--- src/hdl/flash_power_pkg.sv ---
/*
  Shared constants, opcodes and state encodings for the serial flash
  power-down controller and its host end.
  Assumes a single 250 MHz clock on both ends.
*/
// Function
// - Standby when deselected, idle and not asleep
// - Deep sleep ignores all but resume
// - Opcode B9h then release enters deep sleep
// - Bits after the opcode byte are discarded
// - Bad length entry aborts back to standby
// - Reset always lands in standby
// - Sleep commands ignored while program/erase busy
// - Opcode ABh then release resumes to standby
// - Bad resume framing stays in deep sleep
// - Ultra sleep entry drops buffer contents
// - Ultra sleep ignores every command
// - Opcode 79h then release enters ultra sleep
// - Chip select low pulse wakes ultra sleep
// - Dummy byte during wake pulse ignored
// - Frame started before exit elapsed ignored
// - Held low wake; early bit voids command
// - Host waits out fixed settle time, then raises ready
package flash_power_pkg;

  // ---------------------------------------------------------------
  // opcodes
  // ---------------------------------------------------------------
  localparam logic [7:0] OP_DEEP_SLEEP  = 8'hB9;
  localparam logic [7:0] OP_RESUME      = 8'hAB;
  localparam logic [7:0] OP_ULTRA_SLEEP = 8'h79;

  // ---------------------------------------------------------------
  // timing: figures in ns, counts in 4 ns cycles
  // ---------------------------------------------------------------
  localparam int CLOCK_MHZ                  = 250;
  localparam int DEEP_SLEEP_ENTRY_TIME_NS   = 3000;
  localparam int DEEP_SLEEP_RESUME_TIME_NS  = 8000;
  localparam int ULTRA_SLEEP_ENTRY_TIME_NS  = 3000;
  localparam int WAKE_PULSE_MIN_LOW_TIME_NS = 20;
  localparam int ULTRA_SLEEP_EXIT_TIME_NS   = 10000;
  localparam int HOST_HALF_SCLK_NS          = 64;
  localparam int HOST_GAP_NS                = 200;

  // longest times round down, least times round up
  localparam logic [15:0] DEEP_ENTRY_CYC =
    16'(DEEP_SLEEP_ENTRY_TIME_NS * CLOCK_MHZ / 1000);
  localparam logic [15:0] DEEP_RESUME_CYC =
    16'(DEEP_SLEEP_RESUME_TIME_NS * CLOCK_MHZ / 1000);
  localparam logic [15:0] ULTRA_ENTRY_CYC =
    16'(ULTRA_SLEEP_ENTRY_TIME_NS * CLOCK_MHZ / 1000);
  localparam logic [15:0] WAKE_MIN_CYC =
    16'((WAKE_PULSE_MIN_LOW_TIME_NS * CLOCK_MHZ + 999) / 1000);
  localparam logic [15:0] ULTRA_EXIT_CYC =
    16'(ULTRA_SLEEP_EXIT_TIME_NS * CLOCK_MHZ / 1000);
  localparam logic [4:0]  HALF_SCLK_CYC =
    5'((HOST_HALF_SCLK_NS * CLOCK_MHZ + 999) / 1000);
  localparam logic [15:0] GAP_CYC =
    16'((HOST_GAP_NS * CLOCK_MHZ + 999) / 1000);
  localparam logic [15:0] HOST_WAKE_LOW_CYC = WAKE_MIN_CYC + 16'h0004;

  // ---------------------------------------------------------------
  // state encodings
  // ---------------------------------------------------------------
  typedef enum logic [2:0] {
    ST_STANDBY     = 3'h0,
    ST_ENTER_DEEP  = 3'h1,
    ST_DEEP        = 3'h3,
    ST_RESUME      = 3'h2,
    ST_ENTER_ULTRA = 3'h6,
    ST_ULTRA       = 3'h7,
    ST_EXIT_ULTRA  = 3'h5
  } power_state_t;

  typedef enum logic [2:0] {
    H_IDLE    = 3'h0,
    H_SETUP   = 3'h1,
    H_SHIFT   = 3'h3,
    H_HOLD    = 3'h2,
    H_RELEASE = 3'h6,
    H_PULSE   = 3'h4
  } host_state_t;

endpackage

--- src/hdl/spi_link_if.sv ---
/*
  Serial link between the host end and the flash power controller.
  Assumes the host drives all three wires; no return data is modelled.
*/
`timescale 1ns/100ps
`default_nettype none
interface spi_link_if;
  logic csN;
  logic sclk;
  logic mosi;

  modport device (
    input csN,
    input sclk,
    input mosi
  );

  modport host (
    output csN,
    output sclk,
    output mosi
  );
endinterface
`default_nettype wire

--- src/hdl/sync_edge.sv ---
/*
  Two-flop synchroniser with edge detection on the synchronised level.
  Assumes inputs are asynchronous to clock.
*/
`timescale 1ns/100ps
`default_nettype none
module sync_edge #(
  parameter int WIDTH = 3
) (
  // clock and reset
  input  wire logic             clock,
  input  wire logic             nrst,
  // asynchronous inputs
  input  wire logic [WIDTH-1:0] async,
  // synchronised results
  output logic      [WIDTH-1:0] level,
  output logic      [WIDTH-1:0] rise,
  output logic      [WIDTH-1:0] fall
);

  typedef struct packed {
    logic [WIDTH-1:0] meta;
    logic [WIDTH-1:0] level;
    logic [WIDTH-1:0] last;
  } sync_reg_t;

  sync_reg_t r;
  sync_reg_t next_r;

  always_comb begin
    next_r       = r;
    next_r.meta  = async;
    next_r.level = r.meta;
    next_r.last  = r.level;
  end

  // chip select idles high, so reset to all ones
  always_ff @(posedge clock or negedge nrst) begin
    if (!nrst) begin
      r <= '1;
    end else begin
      r <= next_r;
    end
  end

  assign level = r.level;
  assign rise  = r.level & ~r.last;
  assign fall  = ~r.level & r.last;

endmodule
`default_nettype wire

--- src/hdl/flash_power_ctrl.sv ---
/*
  Power-state controller of the flash device end: standby, deep sleep
  and ultra sleep, driven by opcodes on the serial link.
  Assumes the link is mode 0 or 3 and asynchronous to clock, and that
  progBusy comes from the program/erase engine on the same clock.
*/
`timescale 1ns/100ps
`default_nettype none
module flash_power_ctrl (
  // clock and reset
  input  wire logic                          clock,
  input  wire logic                          nrst,
  // serial link
  spi_link_if.device                         link,
  // array engine status
  input  wire logic                          progBusy,
  // command and power outputs
  output logic                               cmdValid,
  output logic      [7:0]                    cmdOp,
  output flash_power_pkg::power_state_t      powerState,
  output logic                               standby,
  output logic                               buffersLost
);

  // ---------------------------------------------------------------
  // state
  // ---------------------------------------------------------------
  typedef struct packed {
    flash_power_pkg::power_state_t state;
    logic [2:0]                    bitCnt;
    logic                          gotByte;
    logic [7:0]                    shiftReg;
    logic [7:0]                    opcode;
    logic                          ignoreFrame;
    logic                          clockedBit;
    logic [15:0]                   timer;
    logic [7:0]                    cmdOp;
    logic                          cmdValid;
    logic                          buffersLost;
    logic                          standby;
  } dev_reg_t;

  dev_reg_t r;
  dev_reg_t next_r;

  logic [2:0] linkLevel;
  logic [2:0] linkRise;
  logic [2:0] linkFall;
  logic       csLow;
  logic       csFall;
  logic       csRise;
  logic       sclkRise;
  logic       mosiBit;
  logic       aligned;
  logic [7:0] newByte;

  // ---------------------------------------------------------------
  // link synchronisers
  // ---------------------------------------------------------------
  sync_edge #(
    .WIDTH (3)
  ) linkSync (
    .clock (clock),
    .nrst  (nrst),
    .async ({link.mosi, link.sclk, link.csN}),
    .level (linkLevel),
    .rise  (linkRise),
    .fall  (linkFall)
  );

  assign csLow    = ~linkLevel[0];
  assign csFall   = linkFall[0];
  assign csRise   = linkRise[0];
  assign sclkRise = linkRise[1] & csLow;
  assign mosiBit  = linkLevel[2];
  assign newByte  = {r.shiftReg[6:0], mosiBit};

  // release on a whole number of bytes, at least one
  assign aligned  = r.gotByte && (r.bitCnt == 3'h0);

  function automatic logic is_power_op(input logic [7:0] op);
    is_power_op = (op == flash_power_pkg::OP_DEEP_SLEEP) ||
                  (op == flash_power_pkg::OP_ULTRA_SLEEP) ||
                  (op == flash_power_pkg::OP_RESUME);
  endfunction

  // ---------------------------------------------------------------
  // next state
  // ---------------------------------------------------------------
  always_comb begin
    next_r             = r;
    next_r.cmdValid    = 1'b0;
    next_r.buffersLost = 1'b0;

    // frame framing and opcode capture
    if (csFall) begin
      next_r.bitCnt      = 3'h0;
      next_r.gotByte     = 1'b0;
      next_r.clockedBit  = 1'b0;
      next_r.ignoreFrame = (r.state != flash_power_pkg::ST_STANDBY);
    end else if (sclkRise) begin
      next_r.shiftReg   = newByte;
      next_r.bitCnt     = r.bitCnt + 3'h1;
      next_r.clockedBit = 1'b1;
      // only the first byte counts; later bits just move the count
      if ((r.bitCnt == 3'h7) && !r.gotByte) begin
        next_r.gotByte = 1'b1;
        next_r.opcode  = newByte;
        // normal commands only pass on in standby
        if ((r.state == flash_power_pkg::ST_STANDBY) && !r.ignoreFrame &&
            !is_power_op(newByte)) begin
          next_r.cmdValid = 1'b1;
          next_r.cmdOp    = newByte;
        end
      end
    end

    case (r.state)
      flash_power_pkg::ST_STANDBY: begin
        if (csRise && aligned && !r.ignoreFrame && !progBusy) begin
          if (r.opcode == flash_power_pkg::OP_DEEP_SLEEP) begin
            next_r.state = flash_power_pkg::ST_ENTER_DEEP;
            next_r.timer = flash_power_pkg::DEEP_ENTRY_CYC;
          end else if (r.opcode == flash_power_pkg::OP_ULTRA_SLEEP) begin
            next_r.state       = flash_power_pkg::ST_ENTER_ULTRA;
            next_r.timer       = flash_power_pkg::ULTRA_ENTRY_CYC;
            next_r.buffersLost = 1'b1;
          end
        end
      end
      flash_power_pkg::ST_ENTER_DEEP: begin
        if (r.timer == 16'h0000) begin
          next_r.state = flash_power_pkg::ST_DEEP;
        end else begin
          next_r.timer = r.timer - 16'h0001;
        end
      end
      flash_power_pkg::ST_DEEP: begin
        // anything else, or a bad frame, leaves us asleep
        if (csRise && aligned &&
            (r.opcode == flash_power_pkg::OP_RESUME)) begin
          next_r.state = flash_power_pkg::ST_RESUME;
          next_r.timer = flash_power_pkg::DEEP_RESUME_CYC;
        end
      end
      flash_power_pkg::ST_RESUME: begin
        if (r.timer == 16'h0000) begin
          next_r.state = flash_power_pkg::ST_STANDBY;
        end else begin
          next_r.timer = r.timer - 16'h0001;
        end
      end
      flash_power_pkg::ST_ENTER_ULTRA: begin
        if (r.timer == 16'h0000) begin
          next_r.state = flash_power_pkg::ST_ULTRA;
          next_r.timer = 16'h0000;
        end else begin
          next_r.timer = r.timer - 16'h0001;
        end
      end
      flash_power_pkg::ST_ULTRA: begin
        // timer counts how long chip select has been low
        if (csFall) begin
          next_r.timer = 16'h0001;
        end else if (csRise) begin
          if (r.timer >= flash_power_pkg::WAKE_MIN_CYC) begin
            next_r.state = flash_power_pkg::ST_EXIT_ULTRA;
            next_r.timer = flash_power_pkg::ULTRA_EXIT_CYC;
          end else begin
            next_r.timer = 16'h0000;
          end
        end else if (csLow) begin
          if (r.timer < flash_power_pkg::ULTRA_EXIT_CYC) begin
            next_r.timer = r.timer + 16'h0001;
          end else begin
            // held low through the exit time: awake in this frame
            next_r.state       = flash_power_pkg::ST_STANDBY;
            next_r.ignoreFrame = r.clockedBit || sclkRise;
          end
        end
      end
      flash_power_pkg::ST_EXIT_ULTRA: begin
        if (r.timer == 16'h0000) begin
          next_r.state = flash_power_pkg::ST_STANDBY;
        end else begin
          next_r.timer = r.timer - 16'h0001;
        end
      end
      default: begin
        next_r.state = flash_power_pkg::ST_STANDBY;
      end
    endcase

    next_r.standby = (next_r.state == flash_power_pkg::ST_STANDBY) &&
                     !csLow && !progBusy;
  end

  // ---------------------------------------------------------------
  // registers
  // ---------------------------------------------------------------
  always_ff @(posedge clock or negedge nrst) begin
    if (!nrst) begin
      r             <= '0;
      r.state       <= flash_power_pkg::ST_STANDBY;
      r.ignoreFrame <= 1'b1;
    end else begin
      r <= next_r;
    end
  end

  // ---------------------------------------------------------------
  // outputs
  // ---------------------------------------------------------------
  assign cmdValid    = r.cmdValid;
  assign cmdOp       = r.cmdOp;
  assign powerState  = r.state;
  assign standby     = r.standby;
  assign buffersLost = r.buffersLost;

endmodule
`default_nettype wire

--- src/flat_wrapper.sv ---
// flat-port wrapper written by rule: the top's interface ports become plain ports
module flash_power_ctrl_flat 
  (clock, nrst, progBusy, cmdValid, cmdOp, powerState, standby, buffersLost, link_csN, link_sclk, link_mosi);
  spi_link_if link_i ();
  input  wire logic clock;
  input  wire logic nrst;
  input  wire logic progBusy;
  output logic cmdValid;
  output logic      [7:0] cmdOp;
  output flash_power_pkg::power_state_t powerState;
  output logic standby;
  output logic buffersLost;
  input wire logic [$bits(link_i.csN)-1:0] link_csN;
  input wire logic [$bits(link_i.sclk)-1:0] link_sclk;
  input wire logic [$bits(link_i.mosi)-1:0] link_mosi;
  assign link_i.csN = link_csN;
  assign link_i.sclk = link_sclk;
  assign link_i.mosi = link_mosi;
  flash_power_ctrl u_core (.clock(clock), .nrst(nrst), .link(link_i), .progBusy(progBusy), .cmdValid(cmdValid), .cmdOp(cmdOp), .powerState(powerState), .standby(standby), .buffersLost(buffersLost));
endmodule
--- config.mk ---
export PLATFORM = sky130hd
export DESIGN_NAME = flash_power_ctrl_flat
export DESIGN_NICKNAME = d
export VERILOG_FILES = /design/src/hdl/flash_power_pkg.sv /design/src/hdl/spi_link_if.sv /design/src/hdl/sync_edge.sv /design/src/hdl/flash_power_ctrl.sv /design/src/flat_wrapper.sv
export SDC_FILE = /design/constraint.sdc
export NUM_CORES = 1
export LEC_CHECK = 0
export BUFFER_PORTS_ARGS = -buffer_cell sky130_fd_sc_hd__buf_2
export CAP_MARGIN = 20
export CORE_ASPECT_RATIO = 1.75
export CORE_MARGIN = 2
export CORE_UTILIZATION = 55
export CTS_BUF_LIST = sky130_fd_sc_hd__clkbuf_4 sky130_fd_sc_hd__clkbuf_8 sky130_fd_sc_hd__clkbuf_16
export DETAILED_ROUTE_END_ITERATION = 8
export PLACE_DENSITY = 0.76
export SLEW_MARGIN = 20
export SYNTH_ARGS = -nofsm -noshare
export SYNTH_HDL_FRONTEND = slang
export SYNTH_SLANG_ARGS = --single-unit
--- constraint.sdc ---
create_clock -name clock -period 4.7 [get_ports clock]
set_clock_uncertainty 0.05 [all_clocks]
set_input_delay 0.47 -clock clock [delete_from_list [all_inputs] [get_ports clock]]
set_output_delay 0.47 -clock clock [all_outputs]
set_load 0.1 [all_outputs]
==> out/metrics.csv, run 1 <==
metric,value,unit
Post-CTS Setup Repair Bufs,0,
Starting Density,57.5,%
Setup TNS,0,ns
Port Buffers,19,
die width,65.0,um
clock latency on the worst-skew pair,0.35,ns
Final Wtd Congestion,0.959,
Area Growth Syn to Fin,3.98,%
initial antenna violation count,0,
Synth Warn #,0,
post-synth top area cell,dfrtp_1,
number of gates resized after CTS,0,
FMAX,310,MHz
Worst-Margin Slew,0.968,ns
largest family of logic cells by synthesized area,simple AND/OR/NAND/NOR gates,
Worst Hold Class,in2reg,
Synth area leaders,"dfrtp_1 35%, dfstp_2 6.6%, o21ai_0 4.8%, mux2_2 4.1%, ha_1 3.1%",
post-synthesis sequential area ratio,41.5,%
Fin Hold WS,0.169,ns
layout cells sized above 1,21.6,%
DRT Pass-1 Iters,5,
kind of critical path,reg2reg,
synthesized instance count,364,
Setup-failing EPs final,0,
via count,2819,
first-pass GRT wire length,13900,um
TritonCTS clock tree,yes,
worst hold path depth,1,
"Top FF cell, synth",dfrtp_1,
Worst setup EP type,flip-flop,
core outline area,0.00623,sq mm
vias in the first global route,2856,
Die Span Y,111,um
Max Root-Sink Buffers,2,
DR vias/cell,6.33,
Mapped Area,0.00358,sq mm
total track usage,25.3,%
Compound-Gate Fraction of Synth Area,15.4,%
Routed Antenna Nets,0,
"IR drop worst, VDD",0.238,mV
io pins,20,
# diodes,0,
1st-iter DRT viols,299,
CP arrival,3.40,ns
final hold vios,0,
"Avg Cell Area, Syn",9.84,sq um
Post-Syn Nets,379,
largest net degree at the start of global routing,60,
filler cell count,533,
GRT overflow,0,
mux share of post-synthesis cell area,8.14,%
"flops & latches, synth",59,
Post-DP HPWL,6000,um
Reg2Reg Depth,7,
Slew HR,34.9,%
cts-stage hold buffer count,0,
Startpoint Class,flip-flop,
fin nets,375,
total die area,0.00720,sq mm
"FFs w/ async S/R, synth",100,%
top cell type's share of synthesized area,34.9,%
CTS Sinks,59,
clock buffer count from CTS,9,
Routed WL,8290,um
Pins Over Slew Limit,0,
post-layout minimum cycle time,3.22,ns
Synth Area in XOR/XNOR,3.18,%
period utilization,68.5,%
"commonest non-fill, non-tap cell in the layout",dfrtp_1,
Layout Utilization,59.8,%
status,completed,
wire per inst,18.6,um
Synth Area in Simple Gates,20.8,%
WP data required,4.88,ns
root buffer selected by CTS,clkbuf_8,
count of unique library cells instantiated by Yosys,65,
RSZ-0062 raised after global routing,false,
Adder-Cell Fraction of Synth Area,3.14,%
drt drc,0,
max-cap violations,0,
Rows,38,
pwr/cell area,282,mW/mm^2
leakage power total,1.60,nW
Max H-tree Level,3,
"EDFF count, synth",0,
crit-path max FO,11,
"Clk pin slew, worst setup/hold paths",0.07,ns
most frequent cells in the layout,"50 x dfrtp_1, 34 x o21ai_0, 27 x nor2_1",
-- synthesized netlist by cell type, types with 3 or more instances --
master    number
mux2_2        13
and4b_1        3
dfstp_2        9
buf_4         13
nand2_1       16
buf_2          7
nor3_1        20
clkbuf_1       8
nand2b_1       8
nor2_1        27
nor4b_1        3
ha_1           9
dfrtp_1       50
nand3_1        9
buf_6          5
o21ai_0       34
o21a_1         3
inv_1         14
xor2_1         7
a21oi_1       12
nor4_1         9
nand4_1        3
or2_2          4
mux2_4         7
or3_1          6
a31oi_1        5
mux2i_1        4
xnor2_1        6
-- state kept, by name, summed over array words and instances, names as in the netlist --
name                    count
u_core.r                   30
u_core.newByte              7
u_core.standby              1
u_core.linkSync.r           2
u_core.powerState           3
u_core.linkSync.next_r      3
u_core.buffersLost          1
u_core.linkSync.level       3
u_core.cmdOp                8
u_core.cmdValid             1
-- final cells by class --
type                       instances  area (sq um)  area share [%]
clock inverter                     5          30.0           0.806
tap                               80           100            2.69
clock buffer                      11           139            3.73
timing repair buffer              20           103            2.75
sequential                        59          1490            39.9
inverter                          14          52.6            1.41
multi-input combinational        256          1810            48.7
-- cells by family (layout without fill, tap and decap cells) --
logic type / count (synthesis) / after routing
compound gates: 83 / 83
xor+xnor: 13 / 13
fa+ha+maj: 9 / 9
buf+inv: 49 / 50
flops: 59 / 59
mux: 24 / 24
simple gates: 127 / 127
-- stage by stage --
stage / worst slack [ns] / total power (W) / instance area (sq um) / instances
2_1_floorplan: 2.23 / 0.000619 / 3580 / 364
6_report: 1.48 / 0.00105 / 3720 / 445
3_5_place_dp: 1.46 / 0.000656 / 3560 / 429
3_3_place_gp: 1.57 / 0.000651 / 3560 / 429
5_1_grt: 1.25 / 0.00109 / 3720 / 445
4_1_cts: 1.44 / 0.00106 / 3720 / 445
-- power breakdown --
group / switching [W] / internal [W]
sequential: 0.0000399 / 0.000541
combinational: 0.0000309 / 0.0000326
clock: 0.000207 / 0.000200
total: 0.000278 / 0.000774
-- worst paths after layout --
| check | start | slack [ns] | endpoint |
|---|---|---|---|
| worst max-delay path | u_core.linkSync.level[0] | 1.48 | u_core.cmdOp[1] |
| worst min-delay path | link_mosi | 0.17 | u_core.linkSync.next_r[5] |
| worst max register to register | u_core.linkSync.level[0] | 1.48 | u_core.cmdOp[1] |
| worst min register to register | u_core.linkSync.next_r[4] | 0.31 | u_core.linkSync.level[1] |
| max in group asynchronous | nrst | 3.90 | u_core.r[19] |
| min in group asynchronous | nrst | 0.20 | u_core.r[12] |
-- worst max-delay path, cell delays in order (launching register included) --
cell and delay [ns]:
dfstp_2 0.60, inv_1 0.10, ha_1 0.31, inv_1 0.15, and2_1 0.35, nand3b_1 0.39, or4_1 0.77, mux2_4 0.39
-- layer usage --
layer | wire length, um | GRT usage (%) | vias to the layer above
li1 | - | - | 1310
met1 | 3000 | 27.3 | 1355
met2 | 4390 | 42.3 | 108
met3 | 356 | 4.57 | 46
met4 | 541 | 19.6 | 0
met5 | 0 | 0 | -
Note: power is estimated with default switching activity, not from simulation.
==> run 2, diff against run 1 <==
--- a/config.mk
+++ b/config.mk
@@ -5,6 +5,7 @@
 export SDC_FILE = /design/constraint.sdc
 export NUM_CORES = 1
 export LEC_CHECK = 0
+export ABC_AREA = 1
 export BUFFER_PORTS_ARGS = -buffer_cell sky130_fd_sc_hd__buf_2
 export CAP_MARGIN = 20
 export CORE_ASPECT_RATIO = 1.75
==> constraint.sdc (replaced) <==
create_clock -name clock -period 3 [get_ports clock]
set_clock_uncertainty 0.05 [all_clocks]
set_input_delay 0.3 -clock clock [delete_from_list [all_inputs] [get_ports clock]]
set_output_delay 0.3 -clock clock [all_outputs]
set_load 0.1 [all_outputs]
==> run 2 against run 1 <==
Net effect:
- setup slack got worse by 0.82 ns
- power up 90%
- final area is 10% higher
- synthesized cell count rose by 41%
- global-route usage grew 2.4 points
- non-clock buffer count is 5 higher
- via count up 20%
- register-to-register slack worse by 0.82 ns
- flip-flop and latch count did not move
- first-iteration DRC count down 33%
- core utilization up 2.4 points
- critical path type unchanged
==> out/metrics.csv, run 2 <==
metric,value,unit,change
io pins,20,,unchanged
Area Growth Syn to Fin,9.02,%,was 3.98%
clock buffer count from CTS,9,,unchanged
DRT Pass-1 Iters,5,,unchanged
"Avg Cell Area, Syn",7.32,sq um,was 9.84 sq um
TritonCTS clock tree,yes,,unchanged
Synth area leaders,"dfrtp_1 33%, nand2_1 14%, dfstp_2 6.3%, inv_1 6.0%, nand3_1 5.6%",,"was dfrtp_1 35%, dfstp_2 6.6%, o21ai_0 4.8%, mux2_2 4.1%, ha_1 3.1%"
Rows,39,,was 38
most common cell in the synthesized netlist,nand2_1,,was dfrtp_1
most frequent cells in the layout,"139 x nand2_1, 60 x inv_1, 52 x nor2_1",,"was 50 x dfrtp_1, 34 x o21ai_0, 27 x nor2_1"
post-synth top area cell,dfrtp_1,,unchanged
synthesized instance count,514,,was 364
Pins Over Slew Limit,0,,unchanged
final hold vios,0,,unchanged
Startpoint Class,flip-flop,,unchanged
Reg2Reg Depth,9,,was 7
total track usage,27.7,%,was 25.3%
Post-CTS Setup Repair Bufs,0,,unchanged
Worst-Margin Slew,0.501,ns,was 0.968 ns
status,completed,,unchanged
# diodes,0,,unchanged
CTS Sinks,59,,unchanged
initial antenna violation count,0,,unchanged
filler cell count,610,,was 533
"IR drop worst, VDD",0.413,mV,was 0.238 mV
Routed Antenna Nets,0,,unchanged
clock latency on the worst-skew pair,0.33,ns,was 0.35 ns
top cell type's share of synthesized area,33.3,%,was 34.9%
Setup-failing EPs final,0,,unchanged
period utilization,78.0,%,was 68.5%
"flops & latches, synth",59,,unchanged
most frequent cells after synthesis,"139 x nand2_1, 60 x inv_1, 52 x nor2_1, 50 x dfrtp_1",,"was 50 x dfrtp_1, 34 x o21ai_0, 27 x nor2_1, 20 x nor3_1, 16 x nand2_1"
Max Root-Sink Buffers,2,,unchanged
wire per inst,15.5,um,was 18.6 um
Max H-tree Level,3,,unchanged
total die area,0.00754,sq mm,was 0.00720 sq mm
vias in the first global route,3421,,"was 2,856"
crit-path max FO,18,,was 11
DR vias/cell,5.56,,was 6.33
die width,66.5,um,was 65.0 um
final worst setup slack,0.659,ns,was 1.48 ns
WP data required,3.21,ns,was 4.88 ns
Worst setup EP type,flip-flop,,unchanged
Largest Register,u_core.r,,unchanged
1st-iter DRT viols,201,,was 299
FMAX,427,MHz,was 310 MHz
Slew HR,66.3,%,was 34.9%
CP arrival,2.55,ns,was 3.40 ns
fin nets,538,,was 375
Port Buffers,19,,unchanged
worst hold path depth,1,,unchanged
first-pass GRT wire length,15500,um,"was 13,900 um"
GRT overflow,0,,unchanged
"Top FF cell, synth",dfrtp_1,,unchanged
max reg flops,30,,unchanged
Die Span Y,113,um,was 111 um
via count,3391,,"was 2,819"
root buffer selected by CTS,clkbuf_16,,was clkbuf_8
Mapped Area,0.00376,sq mm,was 0.00358 sq mm
RSZ-0062 raised after global routing,false,,unchanged
leakage power total,1.98,nW,was 1.60 nW
Placement Cell Area,0.00379,sq mm,was 0.00356 sq mm
Routed WL,9440,um,was 8290 um
"commonest non-fill, non-tap cell in the layout",nand2_1,,was dfrtp_1
pwr/cell area,487,mW/mm^2,was 282 mW/mm^2
Starting Density,57.1,%,was 57.5%
Post-Syn Nets,529,,was 379
max-cap violations,0,,unchanged
count of unique library cells instantiated by Yosys,30,,was 65
Setup TNS,0,ns,unchanged
final instance area,0.00410,sq mm,was 0.00372 sq mm
"FFs w/ async S/R, synth",100,%,unchanged
post-layout minimum cycle time,2.34,ns,was 3.22 ns
layout cells sized above 1,15.3,%,was 21.6%
largest net degree at the start of global routing,27,,was 60
Final Wtd Congestion,0.952,,was 0.959
Post-DP HPWL,7090,um,was 6000 um
Synth Warn #,0,,unchanged
kind of critical path,reg2reg,,unchanged
drt drc,0,,unchanged
Worst Hold Class,in2reg,,unchanged
"Clk pin slew, worst setup/hold paths",0.05,ns,was 0.07 ns
"EDFF count, synth",0,,unchanged
Setup WS pre-CTS,0.734,ns,was 1.46 ns
post-synthesis sequential area ratio,39.6,%,was 41.5%
core outline area,0.00659,sq mm,was 0.00623 sq mm
-- run 2: cell count changes in the layout (fill, tap and decap cells not counted), sizes merged, moves of 6 or more --
cell,before,now
nor2,27,62
nor3,22,9
mux2,20,0
nand3,9,43
nand2,16,145
nor4,11,0
or3,6,0
nand2b,8,0
o21ai,36,60
inv,14,63
-- run 2: timing repair --
| item | CTS | global route |
|---|---|---|
| hold buffers | 1 | 0 |
| gates resized for setup | 0 | 0 |
| endpoints found under the hold margin | 15 | 0 |
-- run 2: path summary, 6_finish.rpt --
kind                                           start                   endpoint  slack (ns)
setup / recovery            u_core.linkSync.level[0]            u_core.cmdOp[0]        0.66
hold / removal                             link_mosi  u_core.linkSync.next_r[5]        0.01
setup reg to reg            u_core.linkSync.level[0]            u_core.cmdOp[0]        0.66
hold reg to reg            u_core.linkSync.next_r[4]   u_core.linkSync.level[1]        0.30
max in group asynchronous                       nrst  u_core.linkSync.next_r[3]        1.79
min in group asynchronous                       nrst               u_core.r[23]        0.39
-- run 2: report_power, final --
part	internal, W	total, W	leakage (nW)	switching (W)
Sequential	0.000833	0.000855	0.754	0.0000222
Combinational	0.0000268	0.000115	1.08	0.0000879
Clock	0.000652	0.00103	0.142	0.000374
Total	0.00151	0.00200	1.98	0.000484
-- run 2: final cells by class --
cell class | instances | area (sq um) | area share, %
clock buffer | 10 | 233 | 5.68
timing repair buffer | 25 | 143 | 3.48
clock inverter | 6 | 67.6 | 1.65
tap | 82 | 103 | 2.50
inverter | 63 | 236 | 5.77
sequential | 59 | 1490 | 36.3
multi-input combinational | 365 | 1830 | 44.6
-- run 2: critical path, stage by stage, from the launching register on --
cell	delay, ns
dfstp_2	0.56
inv_1	0.09
ha_1	0.31
nor2_4	0.36
nand3_2	0.14
nor3_2	0.21
nand2_2	0.25
inv_1	0.13
nor2_1	0.05
a21oi_1	0.10
-- run 2: per-layer routing --
layer  global-route usage [%]  share of wire (%)  wire (um)
met1                     27.2                 35       3330
met2                     50.5                 55       5240
met3                     4.04                3.1        291
met4                     19.9                6.1        579
met5                        0                  0          0
-- run 2: per-stage QoR --
step	util, %	std cells	hold slack [ns]	total power, W
2_1_floorplan	-	514	-0.0456	0.000926
3_3_place_gp	57.5	593	0.198	0.000976
3_5_place_dp	57.5	593	0.206	0.000979
4_1_cts	62.2	610	0.00824	0.00201
5_1_grt	62.2	610	0.0117	0.00206
6_report	62.2	610	0.0123	0.00200
-- run 2: logic make-up (layout without fill, tap and decap cells) --
| group | Yosys count | in the layout | share of synthesized area (%) |
|---|---|---|---|
| AOI/OAI and AO/OA | 78 | 78 | 11.4 |
| buffers and inverters | 90 | 104 | 11.8 |
| xor gates and xnor gates | 11 | 11 | 2.56 |
| adders and majority gates | 9 | 9 | 2.99 |
| DFF | 59 | 59 | 39.6 |
| and+or+nand+nor | 267 | 267 | 31.7 |
